==> config.mk <==
export PLATFORM = sky130hd
export DESIGN_NAME = msq_sequencer
export DESIGN_NICKNAME = d
export VERILOG_FILES = /design/src/common/msq_pkg.sv /design/src/design/msq_countdown.sv /design/src/design/msq_sequencer.sv
export SDC_FILE = /design/constraint.sdc
export NUM_CORES = 1
export LEC_CHECK = 0
export ABC_AREA = 1
export BUFFER_PORTS_ARGS = -buffer_cell sky130_fd_sc_hd__buf_2
export CAP_MARGIN = 40
export CORE_MARGIN = 2
export CORE_UTILIZATION = 30
export DETAILED_ROUTE_END_ITERATION = 16
export GPL_ROUTABILITY_DRIVEN = 1
export PLACE_DENSITY = 0.54
export SKIP_LAST_GASP = 1
export SLEW_MARGIN = 0
export SYNTH_ARGS = -nofsm -noshare
export SYNTH_HDL_FRONTEND = slang
export SYNTH_SLANG_ARGS = --single-unit
==> constraint.sdc <==
create_clock -name mclk -period 9.6 [get_ports mclk]
set_input_delay 1.92 -clock mclk [delete_from_list [all_inputs] [get_ports mclk]]
set_output_delay 1.92 -clock mclk [all_outputs]
set_load 0.05 [all_outputs]
==> src/common/msq_pkg.sv <==
// shared constants and carriers for the motion sleep sequencer
// assumes a single 25 MHz clock domain and firmware-held configuration
package msq_pkg;
  localparam int MSQ_CLK_KHZ = 25000;
  localparam int MSQ_TICK_TIME_US = 1000;
  localparam int MSQ_TICK_CYCLES = MSQ_TICK_TIME_US * MSQ_CLK_KHZ / 1000;
  localparam int MSQ_CHECK_TIME_US = 2300;
  localparam int MSQ_CHECK_CYCLES = MSQ_CHECK_TIME_US * MSQ_CLK_KHZ / 1000;
  localparam int MSQ_LEVELS = 4;
  localparam int MSQ_FIELD_W = 16;
  localparam int MSQ_TIMER_W = 20;
  localparam logic [1:0] MSQ_LEVEL_RST = 2'h0;
  localparam logic [1:0] MSQ_LEVEL_DEEPEST = 2'h3;
  localparam logic [MSQ_FIELD_W-1:0] MSQ_DWELL_RST = 16'h0000;

  // gray codes along track -> sleep -> check -> back
  typedef enum logic [1:0] {
    MSQ_TRACK = 2'h0,
    MSQ_SLEEP = 2'h1,
    MSQ_CHECK = 2'h3,
    MSQ_INACT = 2'h2
  } msq_state_type;

  typedef struct packed {
    logic [MSQ_FIELD_W-1:0] sleep_ms;
    logic [MSQ_FIELD_W-1:0] threshold;
    logic [MSQ_FIELD_W-1:0] dwell_ms;
  } msq_level_cfg_type;

  typedef struct packed {
    msq_state_type state;
    logic [1:0] level;
    logic laser_on;
    logic detector_on;
  } msq_status_type;
endpackage

==> src/design/msq_countdown.sv <==
// reloadable down counter that pulses once when it runs out
// assumes load and step come from logic on the same clock
module msq_countdown
  import msq_pkg::*;
#(
  parameter int W = MSQ_TIMER_W
) (
  input wire logic mclk,
  input wire logic rst_n,
  input wire logic load,
  input wire logic [W-1:0] load_val,
  input wire logic step,
  output logic done
);
  logic [W-1:0] count_q;
  logic [W-1:0] count_d;
  logic expire_d;

  // elaboration guard: a one-bit counter cannot tell a reload from expiry
  if (W < 2) begin : g_bad_width
    $error("msq_countdown: W must be at least 2");
  end

  // a zero load expires at once so a zero interval never stalls
  assign expire_d = load ? (load_val == '0) : (step && count_q == W'(1));
  assign count_d = load ? load_val :
                   (step && count_q != '0) ? count_q - W'(1) : count_q;

  always_ff @(posedge mclk) begin
    if (!rst_n) begin
      count_q <= '0;
      done <= 1'b0;
    end else begin
      count_q <= count_d;
      done <= expire_d;
    end
  end
endmodule

==> src/design/msq_sequencer.sv <==
// power-mode sequencer: tracking, inactive and four sleep levels
// assumes motion reports and configuration arrive on mclk from on-chip logic
module msq_sequencer
  import msq_pkg::*;
#(
  parameter int TICK_CYCLES = MSQ_TICK_CYCLES,
  parameter int CHECK_CYCLES = MSQ_CHECK_CYCLES
) (
  input wire logic mclk,
  input wire logic rst_n,
  input wire logic power_save_en,
  input wire logic [MSQ_FIELD_W-1:0] track_idle_ms,
  input wire msq_level_cfg_type level_cfg [MSQ_LEVELS],
  input wire logic inactive_req,
  input wire logic [MSQ_FIELD_W-1:0] inactive_ms,
  input wire logic motion_valid,
  input wire logic [MSQ_FIELD_W-1:0] motion_amount,
  output msq_status_type status,
  output logic wake_irq
);
  localparam logic [MSQ_TIMER_W-1:0] CHECK_LOAD = MSQ_TIMER_W'(CHECK_CYCLES - 1);

  // elaboration guards: the tick needs at least two cycles and the check window must fit the shared timer width
  if (TICK_CYCLES < 2) begin : g_bad_tick
    $error("msq_sequencer: TICK_CYCLES must be at least 2");
  end
  if (CHECK_CYCLES < 2 || CHECK_CYCLES > (1 << MSQ_TIMER_W)) begin : g_bad_check
    $error("msq_sequencer: CHECK_CYCLES out of range");
  end

  function automatic logic reaches(input logic [MSQ_FIELD_W-1:0] amount,
                                   input logic [MSQ_FIELD_W-1:0] thr);
    reaches = amount >= thr;
  endfunction

  msq_state_type state_q;
  msq_state_type state_d;
  logic [1:0] level_q;
  logic [1:0] level_d;
  logic [MSQ_FIELD_W-1:0] dwell_q;
  logic [MSQ_FIELD_W-1:0] dwell_d;
  logic [31:0] tick_cnt_q;
  logic tick;
  logic ival_done;
  logic chk_done;
  logic ival_load;
  logic [MSQ_TIMER_W-1:0] ival_val;
  logic chk_load;
  logic hit_track;
  logic hit_level;
  logic dwell_hit;
  logic in_sleep;
  logic sensing;
  logic wake_d;
  logic state_chg;

  // free-running millisecond tick; timers may run up to one tick short
  assign tick = tick_cnt_q == 32'(TICK_CYCLES - 1);
  always_ff @(posedge mclk) begin
    if (!rst_n) tick_cnt_q <= '0;
    else tick_cnt_q <= tick ? '0 : tick_cnt_q + 32'h1;
  end

  // motion only counts while the laser and detector are powered
  assign sensing = state_q == MSQ_TRACK || state_q == MSQ_CHECK;
  assign hit_track = sensing && motion_valid &&
                     reaches(motion_amount, level_cfg[MSQ_LEVEL_RST].threshold);
  assign hit_level = sensing && motion_valid &&
                     reaches(motion_amount, level_cfg[level_q].threshold);
  assign in_sleep = state_q == MSQ_SLEEP || state_q == MSQ_CHECK;
  assign dwell_hit = in_sleep && level_q != MSQ_LEVEL_DEEPEST &&
                     dwell_q >= level_cfg[level_q].dwell_ms;

  // next mode; the engine walks the levels by itself
  always_comb begin
    state_d = state_q;
    wake_d = 1'b0;
    case (state_q)
      MSQ_TRACK: begin
        if (inactive_req) state_d = MSQ_INACT;
        else if (power_save_en && ival_done && !hit_track) state_d = MSQ_SLEEP;
      end
      MSQ_SLEEP: begin
        if (!power_save_en) state_d = MSQ_TRACK;
        else if (inactive_req) state_d = MSQ_INACT;
        else if (ival_done) state_d = MSQ_CHECK;
      end
      MSQ_CHECK: begin
        if (!power_save_en) state_d = MSQ_TRACK;
        else if (hit_level) state_d = MSQ_TRACK;
        else if (inactive_req) state_d = MSQ_INACT;
        else if (chk_done) state_d = MSQ_SLEEP;
      end
      MSQ_INACT: begin
        if (ival_done) begin
          state_d = MSQ_TRACK;
          wake_d = 1'b1;
        end
      end
      default: state_d = MSQ_TRACK;
    endcase
  end

  // level and dwell: restart shallow on every entry into sleep from tracking
  assign state_chg = state_d != state_q;
  assign level_d = (state_d == MSQ_TRACK || state_d == MSQ_INACT) ? MSQ_LEVEL_RST :
                   (state_q == MSQ_TRACK) ? MSQ_LEVEL_RST :
                   dwell_hit ? level_q + 2'h1 : level_q;
  assign dwell_d = (state_q == MSQ_TRACK || state_d == MSQ_TRACK || dwell_hit) ? MSQ_DWELL_RST :
                   (in_sleep && tick && dwell_q != '1) ? dwell_q + 16'h1 : dwell_q;

  // one interval timer serves idle wait, sleep interval and inactive wake
  assign ival_load = (state_chg && state_d != MSQ_CHECK) ||
                     (state_q == MSQ_TRACK && hit_track);
  assign ival_val = (state_d == MSQ_SLEEP) ? MSQ_TIMER_W'(level_cfg[level_d].sleep_ms) :
                    (state_d == MSQ_INACT) ? MSQ_TIMER_W'(inactive_ms) :
                    MSQ_TIMER_W'(track_idle_ms);
  assign chk_load = state_chg && state_d == MSQ_CHECK;

  msq_countdown #(.W(MSQ_TIMER_W)) u_ival (
    .mclk(mclk),
    .rst_n(rst_n),
    .load(ival_load),
    .load_val(ival_val),
    .step(tick),
    .done(ival_done)
  );

  // check window counts clock cycles, not ticks, for an exact length
  msq_countdown #(.W(MSQ_TIMER_W)) u_check (
    .mclk(mclk),
    .rst_n(rst_n),
    .load(chk_load),
    .load_val(CHECK_LOAD),
    .step(1'b1),
    .done(chk_done)
  );

  // status outputs come from flops fed by the next-state values
  always_ff @(posedge mclk) begin
    if (!rst_n) begin
      state_q <= MSQ_TRACK;
      level_q <= MSQ_LEVEL_RST;
      dwell_q <= MSQ_DWELL_RST;
      status <= '{state: MSQ_TRACK, level: MSQ_LEVEL_RST, laser_on: 1'b1, detector_on: 1'b1};
      wake_irq <= 1'b0;
    end else begin
      state_q <= state_d;
      level_q <= level_d;
      dwell_q <= dwell_d;
      status.state <= state_d;
      status.level <= level_d;
      status.laser_on <= state_d == MSQ_TRACK || state_d == MSQ_CHECK;
      status.detector_on <= state_d == MSQ_TRACK || state_d == MSQ_CHECK;
      wake_irq <= wake_d;
    end
  end

  // helper: length of the current check window, for the checks below
  logic [MSQ_TIMER_W:0] chk_len_q;
  always_ff @(posedge mclk) begin
    if (!rst_n) chk_len_q <= '0;
    else if (state_q == MSQ_CHECK) chk_len_q <= chk_len_q + 1'b1;
    else chk_len_q <= '0;
  end
endmodule

Word-level counts from Yosys, hierarchy flattened
Index checks and enable logic that the tools add are counted.
{"block": "totals", "regBits": 96, "out_inout_bits": 7, "word_cells": 98}
{"block": "classes", "add_sub_neg": 5, "n_lt_le_gt_ge": 5, "n_eq_ne": 13, "muxes": 28, "bitwise_logic": 3, "reduce_logical": 33}
{"cell": "binary-select mux 48 bit (select 2 bit)", "count": 2}
{"cell": "two-way mux 48 bit", "count": 2}
{"cell": "two-way mux 16 bit", "count": 4}
{"cell": "two-way mux 32 bit", "count": 2}
{"cell": "greater-or-equal comparator 16 bit", "count": 3}
{"cell": "equality test 20 x 1 -> 1 bit, second input constant", "count": 2}
{"cell": "two-way mux 20 bit", "count": 2}
{"cell": "nonzero test 20 bit", "count": 2}
{"cell": "subtractor 20 x 1 -> 20 bit, second input constant", "count": 2}
{"cell": "adder 32 x 1 -> 32 bit, second input constant", "count": 1}
{"cell": "equality test 32 x 15 -> 1 bit, second input constant", "count": 1}
{"cell": "two-way mux 2 bit", "count": 13}
{"cell": "zero test 20 bit", "count": 1}
{"cell": "adder 16 x 1 -> 16 bit, second input constant", "count": 1}
{"cell": "inequality test 16 bit, second input constant", "count": 1}
{"cell": "logical AND 1 bit", "count": 14}
{"cell": "equality test 2 bit, second input constant", "count": 4}
{"cell": "one-hot mux 2 bit (4 select lines)", "count": 1}
{"cell": "logical OR 1 bit", "count": 7}
{"cell": "greater-or-equal comparator 3 bit, second input constant", "count": 2}
{"cell": "NOT 2 -> 3 bit", "count": 2}
{"cell": "OR reduction 2 bit", "count": 3}
{"cell": "equality test 2 x 1 -> 1 bit, second input constant", "count": 2}
{"cell": "zero test 2 bit", "count": 2}
{"cell": "8 further kinds", "count": 11}

Longest topological paths before layout
Gate-level depths: netlist (run 1).
{"block": "logic_depth", "word_depth": 19, "depth_mapped": 36, "depth_no_buf": 29}

Cells and area by module
Synthesis (run 1) repeated with hierarchy kept, for this count alone.
{"block": "hier_totals", "hier_cells": 1573, "hier_area_um2": 9325.2}
{"module": "msq_sequencer", "n_inst": 1, "cells_each": 1043, "area_each_um2": 6259.8, "seq_area_each_um2": 1081.0}
{"module": "msq_countdown", "n_inst": 2, "cells_each": 265, "area_each_um2": 1532.7, "seq_area_each_um2": 420.4}

Least setup slack after synthesis (run 1)
OpenSTA, ideal clock, no wires.
{"block": "synth_timing", "path_type": "input to register", "from": "input level_cfg[175] (netlist name)", "to": "register u_ival.done", "setup_ns": 0.071, "arrival_ns": 4.894, "t_required_ns": 9.529, "path_slack_ns": 4.636, "stages": 27, "path_cell_list": "inv_1 -> o21ai_0 -> a21oi_1 -> ha_1 -> nand2_1 -> nor4_1 -> nand2_1 -> nand2_1 -> nand2_1 -> nand3_1 -> nand2_1 -> nand2_1 -> nand2_2 -> buf_2 -> buf_4 -> inv_1 -> ha_1 -> clkbuf_1 -> inv_1 -> clkbuf_1 -> o21ai_0 -> nand2_1 -> nor2_1 -> nand2_1 -> nor2_1 -> nand2_1 -> a21oi_1"}
{"block": "synth_via", "elab_chain_cells": 18}
{"item": "start: declaration", "line": "msq_sequencer.sv:13", "rtl": "input wire msq_level_cfg_type level_cfg [MSQ_LEVELS],"}
{"item": "binary-select mux 48 bit (select 2 bit)", "line": "msq_sequencer.sv:69", "rtl": "reaches(motion_amount, level_cfg[level_q].threshold);"}
{"item": "two-way mux 32 bit (2 in series)"}
{"item": "greater-or-equal comparator 16 bit", "line": "msq_sequencer.sv:33", "rtl": "reaches = amount >= thr;"}
{"item": "logical AND 1 bit", "line": "msq_sequencer.sv:68", "rtl": "assign hit_level = sensing && motion_valid &&"}
{"item": "two-way mux 2 bit", "line": "msq_sequencer.sv:90", "rtl": "else if (hit_level) state_d = MSQ_TRACK;"}
{"item": "two-way mux 2 bit", "line": "msq_sequencer.sv:89", "rtl": "if (!power_save_en) state_d = MSQ_TRACK;"}
{"item": "one-hot mux 2 bit (4 select lines) *", "line": "msq_sequencer.sv:78", "rtl": "case (state_q)"}
{"item": "via state_d[0]", "line": "msq_sequencer.sv:37", "rtl": "msq_state_type state_d;"}
{"item": "equality test 2 bit / zero test 2 bit (equally long branches)", "line": "msq_sequencer.sv:106, msq_sequencer.sv:116"}
{"item": "logical OR 1 bit", "line": "msq_sequencer.sv:106", "rtl": "assign level_d = (state_d == MSQ_TRACK || state_d == MSQ_INACT) ? MSQ_LEVEL_RST :"}
{"item": "two-way mux 2 bit", "line": "msq_sequencer.sv:106"}
{"item": "NOT 2 -> 3 bit (implied by the code)", "line": "msq_sequencer.sv:115", "rtl": "assign ival_val = (state_d == MSQ_SLEEP) ? MSQ_TIMER_W'(level_cfg[level_d].sleep_ms) :"}
{"item": "binary-select mux 48 bit (select 2 bit)", "line": "msq_sequencer.sv:115"}
{"item": "two-way mux 48 bit (implied by the code) (2 in series)", "line": "msq_sequencer.sv:115"}
{"item": "two-way mux 16 bit", "line": "msq_sequencer.sv:115"}
{"item": "zero test 20 bit", "line": "msq_countdown.sv:25", "rtl": "assign expire_d = load ? (load_val == '0) : (step && count_q == W'(1));"}
{"item": "two-way mux 1 bit *", "line": "msq_countdown.sv:25"}
{"item": "end signal: assignment", "line": "msq_countdown.sv:35", "rtl": "done <= expire_d;"}
{"item": "end: declaration", "line": "msq_countdown.sv:13", "rtl": "output logic done"}
Mark *: on every way through the listed nets, which the timed path passes. The rest lies on a longest branch. The select of a mux whose other input is x is not followed.
A chain may end at the register's enable or synchronous reset.

Final worst setup path (run 1)
{"block": "layout_timing", "from": "input level_cfg[174] (netlist name)", "to": "register u_ival.done"}
{"block": "layout_via", "elab_chain_cells": 18}
{"item": "binary-select mux 48 bit (select 2 bit)", "line": "msq_sequencer.sv:69"}
{"item": "two-way mux 32 bit (2 in series)"}
{"item": "greater-or-equal comparator 16 bit", "line": "msq_sequencer.sv:33"}
{"item": "logical AND 1 bit", "line": "msq_sequencer.sv:68"}
{"item": "two-way mux 2 bit", "line": "msq_sequencer.sv:90"}
{"item": "two-way mux 2 bit", "line": "msq_sequencer.sv:89"}
{"item": "one-hot mux 2 bit (4 select lines)", "line": "msq_sequencer.sv:78"}
{"item": "equality test 2 bit / zero test 2 bit (equally long branches)", "line": "msq_sequencer.sv:106, msq_sequencer.sv:116"}
{"item": "logical OR 1 bit", "line": "msq_sequencer.sv:106"}
{"item": "two-way mux 2 bit", "line": "msq_sequencer.sv:106"}
{"item": "NOT 2 -> 3 bit (implied by the code)", "line": "msq_sequencer.sv:115"}
{"item": "binary-select mux 48 bit (select 2 bit)", "line": "msq_sequencer.sv:115"}
{"item": "two-way mux 48 bit (implied by the code) (2 in series)", "line": "msq_sequencer.sv:115"}
{"item": "two-way mux 16 bit", "line": "msq_sequencer.sv:115"}
{"item": "zero test 20 bit", "line": "msq_countdown.sv:25"}
{"item": "two-way mux 1 bit *", "line": "msq_countdown.sv:25"}
Every way passes the cells marked *; elsewhere a longest branch is shown, timed or not. The select of a mux whose other input is x is not followed.

==> qor.yml, run 1 <==
sta:
  fin_crit_sh_pct: 59.52
  tightest_slew_ps: 762.0
  finalCriticalPeriod_ps: 5714
  setup_tns_ps: 0
  skew_ps: 9.970
  max_freq_mhz: 175.0
  final-setup-viol-count: 0
  hold_viol_final: 0
  relSlewSlack_pct: 49.20
  setup_slack_ps: 3886
  rsz0062_at_grt: "false"
  slew_violations: 0
finish:
  layout_common_cells: "nand2_1 (284), buf_2 (251), nor2_1 (190)"
  layout_commonest_cell: "nand2_1"
  final_cell_area_sq_um: 10240
  multiInputGateArea_sq_um: 5638
  regArea_sq_um: 1923
  syn2layout_area_growth_pct: 23.04
  nets: 1873
  drive_gt1_share_pct: 20.96
  nFillCells: 3027
  fin_util_pct: 37.79
worst_setup_path:
  cp_data_required_time_ps: 9870
  reg2reg_from: "level_q[0]"
  path_class: "input port to flip-flop"
  rr_worst_depth: 29
  r2r-end: "u_ival.done"
  start_kind: "input port"
  rrSetupSlack_ps: 4210
  arrival_ps: 5990
  cp-end-kind: "flip-flop"
  crit_fanout: 33
logic_synthesis:
  ys_types: 45
  synth_top_area_share_pct: 23.09
  synth_area_leaders: "dfxtp_1 (23%), nand2_1 (13%), ha_1 (9.5%)"
  synthCells: 1344
  synth_area_leader_cell: "dfxtp_1"
  yosysSeqAreaShare_pct: 23.09
  syn-num-nets: 1652
  synth_area_sq_um: 8324
  synth-seq-cells: 96
  ys_warn_count: 0
  synth_area_per_cell_sq_um: 6.194
placed_design:
  place.gp.congestion: 0.8828
  pre_cts_ws_ps: 3597
  io_buffers: 251
  dpl_cell_area_sq_um: 9917
  hpwl_um: 21950
min_path:
  min_from: "u_ival.count_q[18]"
  hold_end: "u_ival.count_q[18]"
  hold_depth: 1
  hp-class: "flip-flop to flip-flop"
grt:
  grt_overflow_total: 0
  grt_pass1_wl_um: 41680
  grt_use_total_pct: 17.69
  grt_max_degree: 84
  antenna_found_initial: 0
  grt_pass1_vias: 8587
route:
  drtIter0Drc: 427
  wl_per_cell_um: 14.02
  vias_per_cell: 4.810
  vias: 9346
  finalWirelength_um: 27240
  drc: 0
  ant_nets: 0
  first_pass_iters: 5
run_status:
  status: "complete, no violations"
clock_tree:
  cts_tree: "built"
  clock_latency_ps: 350
  cts.sinks: 96
  cts_root_buffer: "clkbuf_16"
  postCtsSetupBuffers: 0
  path_clk_slew_ps: 70
  hold_buffers: 0
  clk_path_buf_depth: 2
  numCtsBuffers: 9
  cts.repair.resized: 0
  htree_num_levels: 3
pwr:
  ir_drop_mv: 0.06979
  power_leakage_nw: 4.847
  power.density_nw_per_um2: 132.2
die:
  rows: 60
  initial_core_util_pct: 30.72
  die-area_sq_um: 29100
  die_y_um: 170.6
  die_x_um: 170.6
  core_area_sq_um: 27100
  io_pins: 252
flow_run:
  cap_violations: 0
==> power by group <==
group,switching (mW),leakage (nW),internal [mW]
Combinational,0.279,3.91,0.190
Sequential,0.0433,0.782,0.446
Clock,0.158,0.153,0.237
==> per-stage QoR <==
stage	power, mW	hold WS, ps	std cells
final	1.354	458.2	1943
after global routing	1.464	484.0	1942
after CTS	1.371	461.8	1942
after detailed placement	0.9685	450.1	1926
after global placement	0.9599	445.2	1924
after floorplan	0.8220	429.5	1344
==> state kept, by name (all words and copies together) (netlist names) <==
| signal | cells |
|---|---|
| state_q | 2 |
| wake_irq | 1 |
| u_ival.done | 1 |
| level_q | 2 |
| u_check.done | 1 |
| tick_cnt_q | 32 |
| u_ival.count_q | 20 |
| dwell_q | 16 |
| status | 1 |
| u_check.count_q | 20 |
==> critical path, cell delays in order <==
cell and delay [ps]:
buf_2 70, inv_1 50, o21ai_0 140, a21oi_1 110, ha_1 310, nand2_1 90
nor4_1 300, nand2_1 80, nand2_1 70, nand2_1 70, nand3_1 80, nand2_1 50
nand2_1 90, nand2_2 370, inv_1 240, ha_1 580, inv_1 360, o21ai_0 370
nand2_1 130, nor2_1 140, nand2_1 70, nor2_1 90, nand2_1 60, a21oi_1 140
==> cell usage after synthesis, drive strengths merged <==
library cell and number:
a211oi 10, a21oi 98, a221oi 1, a31oi 3, a32o 15, and3 2
buf 14, clkbuf 35, clkinv 1, dfxtp 96, ha 63, inv 149
nand2 293, nand3 94, nand3b 13, nand4 24, nor2 198, nor3 37
nor3b 4, nor4 29, nor4b 2, o211ai 6, o21a 4, o21ai 96
o21bai 1, o22ai 3, o311a 1, o311ai 1, o31ai 2, o41ai 1
or2 20, or3 2, xnor2 9, xor2 17
==> cells by family after synthesis <==
kind of cell	share of synthesized area (%)
AO/OA/AOI/OAI	16.43
XOR/XNOR	2.736
flip-flops	23.09
AND/OR/NAND/NOR	39.10
buffers and inverters	9.184
adder cells (fa/ha/maj)	9.469
==> worst max path at each step <==
stage                              start           to  slack (ps)  depth (start not counted)
after floorplan           level_cfg[175]  u_ival.done        4640                         27
after global placement    level_cfg[174]  u_ival.done        3630                         24
after detailed placement  level_cfg[126]  u_ival.done        3600                         24
after CTS                 level_cfg[126]  u_ival.done        3940                         24
after global routing      level_cfg[175]  u_ival.done        3400                         24
final                     level_cfg[174]  u_ival.done        3890                         24
==> layer usage <==
metal	global-route usage (%)	part of all wire [%]	up-vias
met5	0	0	-
met4	4.831	0.98	0
met3	2.591	5.1	15
met2	30.89	48	196
met1	22.67	46	4203
li1	-	-	4932
==> area by class of cell <==
type	instances	share of cell area [%]
well taps	372	4.544
clock inverters	4	0.7452
diodes	1	0.02443
inverters	150	5.497
repair buffers	259	12.96
flip-flops and latches	96	18.78
clock buffers	12	2.407
multi-input cells	1049	55.05
No activity file was read; power rests on OpenSTA's default activity.
==> run 2, diff against run 1 <==
- clock period: 9.6 -> 5.9 ns (I/O delays scaled with it)
==> run 2 against run 1 <==
Compared with the run above: sequential cell count unchanged; via count up 0.48%; worst hold slack better by 6.8 ps; first-iteration DRC count up 30%; wire length up 0.19%; clock skew down 2.6 ps; final area up 0.57%; global-route usage about the same; sequential power up 63%; non-clock buffer count up 7; critical path type is now flip-flop to flip-flop.
==> qor.yml, run 2 (synthesized netlist as in run 1, its figures left out) <==
run_status:
  status: "complete, no violations"  # unchanged
die:
  rows: 60  # unchanged
  initial_core_util_pct: 30.72  # unchanged
  die_x_um: 170.6  # unchanged
  die_y_um: 170.6  # unchanged
  core_area_sq_um: 27100  # unchanged
  io_pins: 252  # unchanged
  die-area_sq_um: 29100  # unchanged
placed_design:
  dp_cells: 1933  # was 1926
  place.gp.congestion: 0.9105  # was 0.8828
  hpwl_um: 21990  # was 21950 um
  io_buffers: 251  # unchanged
grt:
  grt_pass1_wl_um: 41650  # was 41680 um
  antenna_found_initial: 0  # unchanged
  grt_max_degree: 83  # was 84
  grt_use_total_pct: 17.68  # was 17.69%
  grt_overflow_total: 0  # unchanged
  grt_pass1_vias: 8503  # was 8587
sta:
  finalCriticalPeriod_ps: 5088
  rsz0062_at_grt: "false"  # unchanged
  skew_ps: 7.389  # was 9.970 ps
  fin_crit_sh_pct: 86.23
  slew_violations: 0  # unchanged
  max_freq_mhz: 196.6
  setup_tns_ps: 0  # unchanged
  tightest_slew_ps: 881.9  # was 762.0 ps
  hold_viol_final: 0  # unchanged
  hold_ws_ps: 465.0  # was 458.2 ps
  relSlewSlack_pct: 41.14  # was 49.20%
  final-setup-viol-count: 0  # unchanged
finish:
  fin_util_pct: 38.01  # was 37.79%
  largest_reg_flops: 32  # unchanged
  syn2layout_area_growth_pct: 23.75  # was 23.04%
  drive_gt1_share_pct: 21.37  # was 20.96%
  nFillCells: 2935  # was 3027
  layout_commonest_cell: "nand2_1"  # unchanged
  regArea_sq_um: 1923  # unchanged
  stdcell_count: 1950  # was 1943
  nets: 1880  # was 1873
  multiInputGateArea_sq_um: 5638  # unchanged
  largest-register: "tick_cnt_q"  # unchanged
  layout_common_cells: "nand2_1 (284), buf_2 (251), nor2_1 (190)"  # unchanged
  reg_top3: "tick_cnt_q: 32 flops, u_check.count_q: 20 flops, u_ival.count_q: 20 flops"  # unchanged
clock_tree:
  clock_latency_ps: 350  # about the same
  clk_path_buf_depth: 2  # unchanged
  cts.sinks: 96  # unchanged
  htree_num_levels: 3  # unchanged
  numCtsBuffers: 9  # unchanged
  cts_tree: "built"  # unchanged
  path_clk_slew_ps: 70  # about the same
  postCtsSetupBuffers: 0  # unchanged
  hold_buffers: 0  # unchanged
  cts.repair.resized: 0  # unchanged
  cts_root_buffer: "clkbuf_16"  # unchanged
pwr:
  ir_drop_mv: 0.1447  # was 0.06979 mV
  p_seq_share_pct: 36.0  # was 36.2%
  switching_share_pct: 35.45  # was 35.49%
  power.density_nw_per_um2: 215.1  # was 132.2 nW/um^2
  p_sw_mw: 0.7854  # was 0.4804 mW
  power_leakage_nw: 4.885  # was 4.847 nW
  power_frac_clock_pct: 29.6  # was 29.2%
  p_int_mw: 1.430  # was 0.8733 mW
  p_comb_share_pct: 34.4  # was 34.7%
flow_run:
  cap_violations: 0  # unchanged
worst_setup_path:
  crit_fanout: 43  # was 33
  arrival_ps: 5360  # was 5990 ps
  start_kind: "flip-flop"  # was input port
  cp-end-kind: "flip-flop"  # unchanged
  path_class: "flip-flop to flip-flop"  # was input port to flip-flop
  crit_start: "level_q[1]"  # was level_cfg[174]
  cp_data_required_time_ps: 6180  # was 9870 ps
  reg2reg_from: "level_q[1]"  # was level_q[0]
route:
  drtIter0Drc: 555  # was 427
  vias_per_cell: 4.816  # was 4.810
  drt-met1-wl_um: 12500  # was 12550 um
  vias: 9391  # was 9346
  wl_per_cell_um: 14.00  # was 14.02 um
  drc: 0  # unchanged
  first_pass_iters: 5  # unchanged
  wl_met2_um: 12870  # was 13040 um
  top_layer: "met4"  # unchanged
  met3_length_um: 1484  # was 1385 um
  ant_nets: 0  # unchanged
  finalWirelength_um: 27290  # was 27240 um
min_path:
  hp-class: "flip-flop to flip-flop"  # unchanged
  min_from: "u_ival.count_q[18]"  # unchanged
## run 2: cell count changes in the layout (fill, tap and decap cells not counted)
cell	previous run	this run
buf_4	6	14
buf_6	1	0
clkbuf_1	2	1
clkbuf_8	1	2
clkinv_4	0	1
inv_6	1	0
## run 2: metal layers
layer / GRT usage (%) / up-vias
met4: 4.422 / 0
met2: 30.77 / 234
met3: 2.637 / 28
met5: 0 / -
met1: 22.87 / 4175
li1: - / 4954
## run 2: final cells by class
cell class                 instances  area share, %
clock inverter                     4         0.7409
tap                              372          4.518
inverter                         150          5.466
timing repair buffer             266          13.36
antenna                            1        0.02429
multi-input combinational       1049          54.73
clock buffer                      12          2.490
sequential                        96          18.67
## run 2: stage by stage
stage          cell area (sq um)  total power [mW]  worst slack, ps
6_report                   10300             2.215            812.4
5_1_grt                    10300             2.395            110.4
4_1_cts                    10300             2.237            804.6
3_5_place_dp                9966             1.571            831.9
3_3_place_gp                9951             1.569            832.8
2_1_floorplan               8324             1.338             1457
## run 2: worst max-delay path: stages (launching register included)
cell and delay, ps:
dfxtp_1 300, buf_4 190, inv_1 660, buf_4 280
a21oi_1 50, a32o_1 250, ha_1 270, nand4_1 70
nor3_1 230, nand3_1 120, nand3_1 140, nand2_1 110
nand2_1 70, nand3_1 140, inv_2 470, nand2_1 590
o21ai_0 350, nand2_1 80, nand3_1 100, nand2_1 60
nor2_1 100, nand2_1 60, nor2_1 100, nand2_1 70
a21oi_1 140
## run 2: worst paths after layout
path / endpoint / slack (ps) / cells past startpoint
max: u_ival.done / 810 / 24
min: u_ival.count_q[18] / 470 / 1
max reg2reg: u_ival.done / 810 / 24
min reg2reg: u_ival.count_q[18] / 470 / 1
## run 2: power groups by stage
stage	Combinational, mW	Sequential (mW)	Clock, mW
after floorplan	0.538	0.799	0
after global placement	0.759	0.810	0
after detailed placement	0.761	0.810	0
after CTS	0.764	0.796	0.677
after global routing	0.879	0.810	0.706
final	0.763	0.797	0.655
==> run 3, diff against run 2 <==
- clock period: 5.9 -> 6.45 ns (I/O delays scaled with it)
==> run 3 against run 2 <==
Compared with the run above: fmax up 1.9%; register-to-register slack better by 640 ps; sequential cell count unchanged; via count up 0.69%; power down 14%; cell count down 0.26%; non-clock buffer count down 3; global-route usage up 0.18 points; first-iteration DRC count down 14%; clock power down 25%; largest power group unchanged; highest routed layer unchanged.
==> qor.yml, run 3 (synthesized netlist as in run 1, its figures left out) <==
placed_design:
  dp_cells: 1930  # was 1933
  hpwl_um: 22130  # was 21990 um
  dpl_cell_area_sq_um: 9956  # was 9966 sq um
  io_buffers: 251  # unchanged
  place.gp.congestion: 0.9363  # was 0.9105
die:
  die_y_um: 170.6  # unchanged
  core_area_sq_um: 27100  # unchanged
  die-area_sq_um: 29100  # unchanged
  die_x_um: 170.6  # unchanged
  rows: 60  # unchanged
  io_pins: 252  # unchanged
  initial_core_util_pct: 30.72  # unchanged
finish:
  reg_top3: "tick_cnt_q: 32 flops, u_check.count_q: 20 flops, u_ival.count_q: 20 flops"  # unchanged
  layout_commonest_cell: "nand2_1"  # unchanged
  nets: 1877  # was 1880
  syn2layout_area_growth_pct: 22.74  # was 23.75%
  largest_reg_flops: 32  # unchanged
  stdcell_count: 1945  # was 1950
  final_cell_area_sq_um: 10220  # was 10300 sq um
  drive_gt1_share_pct: 21.17  # was 21.37%
  largest-register: "tick_cnt_q"  # unchanged
  layout_common_cells: "nand2_1 (284), buf_2 (251), nor2_1 (190)"  # unchanged
  diodes: 0  # was 1
pwr:
  switching_share_pct: 36.90  # was 35.45%
  p_sw_mw: 0.7054  # was 0.7854 mW
  p_int_mw: 1.206  # was 1.430 mW
  total_power_mw: 1.911  # was 2.215 mW
  ir_drop_mv: 0.1225  # was 0.1447 mV
  p_comb_share_pct: 36.3  # was 34.4%
  power_leakage_nw: 4.853  # was 4.885 nW
  power_frac_clock_pct: 25.6  # was 29.6%
  power.density_nw_per_um2: 187.1  # was 215.1 nW/um^2
  p_seq_share_pct: 38.1  # was 36.0%
clock_tree:
  numCtsBuffers: 9  # unchanged
  clk_path_buf_depth: 2  # unchanged
  path_clk_slew_ps: 70  # about the same
  cts.sinks: 96  # unchanged
  htree_num_levels: 3  # unchanged
  cts_tree: "built"  # unchanged
  hold_buffers: 0  # unchanged
  cts_root_buffer: "clkbuf_16"  # unchanged
  postCtsSetupBuffers: 0  # unchanged
  cts.repair.resized: 0  # unchanged
  clock_latency_ps: 350  # about the same
route:
  first_pass_iters: 5  # unchanged
  wl_per_cell_um: 14.00  # about the same
  drtIter0Drc: 480  # was 555
  vias: 9456  # was 9391
  drc: 0  # unchanged
  ant_nets: 0  # unchanged
  vias_per_cell: 4.862  # was 4.816
  finalWirelength_um: 27230  # was 27290 um
worst_setup_path:
  cpMaxStageDelayCell: "ha_1"  # was inv_1
  cp_data_required_time_ps: 6730  # was 6180 ps
  max_stage_delay_ps: 540  # was 660 ps
  path_class: "flip-flop to flip-flop"  # unchanged
  crit_fanout: 33  # was 43
  cpMostUsedCell: "nand2_1"  # unchanged
  crit_family: "buffers and inverters"  # was simple AND/OR/NAND/NOR gates
  cp.buffers_inverters: 6  # was 4
  arrival_ps: 5280  # was 5360 ps
  start_kind: "flip-flop"  # unchanged
  cp-end-kind: "flip-flop"  # unchanged
run_status:
  status: "complete, no violations"  # unchanged
sta:
  max_freq_mhz: 200.2  # was 196.6 MHz
  hold_ws_ps: 459.2  # was 465.0 ps
  tightest_slew_ps: 787.4  # was 881.9 ps
  relSlewSlack_pct: 47.51  # was 41.14%
  fin_crit_sh_pct: 77.43  # was 86.23%
  setup_tns_ps: 0  # unchanged
  finalCriticalPeriod_ps: 4994  # was 5088 ps
  slew_violations: 0  # unchanged
  rsz0062_at_grt: "false"  # unchanged
  hold_viol_final: 0  # unchanged
  final-setup-viol-count: 0  # unchanged
  skew_ps: 12.82  # was 7.389 ps
grt:
  grt_max_degree: 83  # unchanged
  grt_pass1_wl_um: 42080  # was 41650 um
  grt_pass1_vias: 8728  # was 8503
  antenna_found_initial: 0  # unchanged
  grt_use_total_pct: 17.87  # was 17.68%
  grt_overflow_total: 0  # unchanged
flow_run:
  cap_violations: 0  # unchanged
min_path:
  hp-class: "flip-flop to flip-flop"  # unchanged
==> run 3: cell count changes in the layout (fill, tap and decap cells not counted), sizes merged <==
cell	previous run	this run
clkbuf	12	10
clkinvlp	1	0
diode	1	0
bufinv	2	0
clkinv	2	4
buf	266	263
inv	149	151
==> run 3: per-layer routing <==
metal | up-vias | part of all wire [%] | GRT usage, %
met5 | - | 0 | 0
met4 | 0 | 1.9 | 4.905
met3 | 27 | 5.7 | 3.100
met2 | 231 | 48 | 30.72
met1 | 4260 | 45 | 22.97
li1 | 4938 | - | -
==> run 3: power groups by stage <==
stage,registers [mW],clock network (mW),logic [mW]
floorplan,0.731,0,0.492
global placement,0.741,0,0.688
detailed placement,0.740,0,0.693
CTS,0.727,0.510,0.697
global route,0.740,0.536,0.803
finish,0.728,0.490,0.693
==> run 3: layout make-up <==
type | count | area, sq um
sequential | 96 | 1923
inverter | 150 | 563.0
tap | 372 | 465.4
fill | 2977 | 16880
multi-input combinational | 1049 | 5638
clock buffer | 10 | 229.0
timing repair buffer | 263 | 1366
clock inverter | 5 | 32.53
==> run 3: final timing paths <==
kind	from	endpoint	slack (ps)	depth (start not counted)
min reg2reg	u_ival.count_q[18]	u_ival.count_q[18]	460	1
max	level_q[1]	u_ival.done	1460	28
min	u_ival.count_q[18]	u_ival.count_q[18]	460	1
max reg2reg	level_q[1]	u_ival.done	1460	28
==> run 3: per-stage QoR <==
step           setup WS, ps  util, %
4_1_cts                1435    37.70
3_3_place_gp           1400    36.63
2_1_floorplan          2007        -
5_1_grt               850.0    37.70
6_report               1456    37.70
3_5_place_dp           1308    36.74
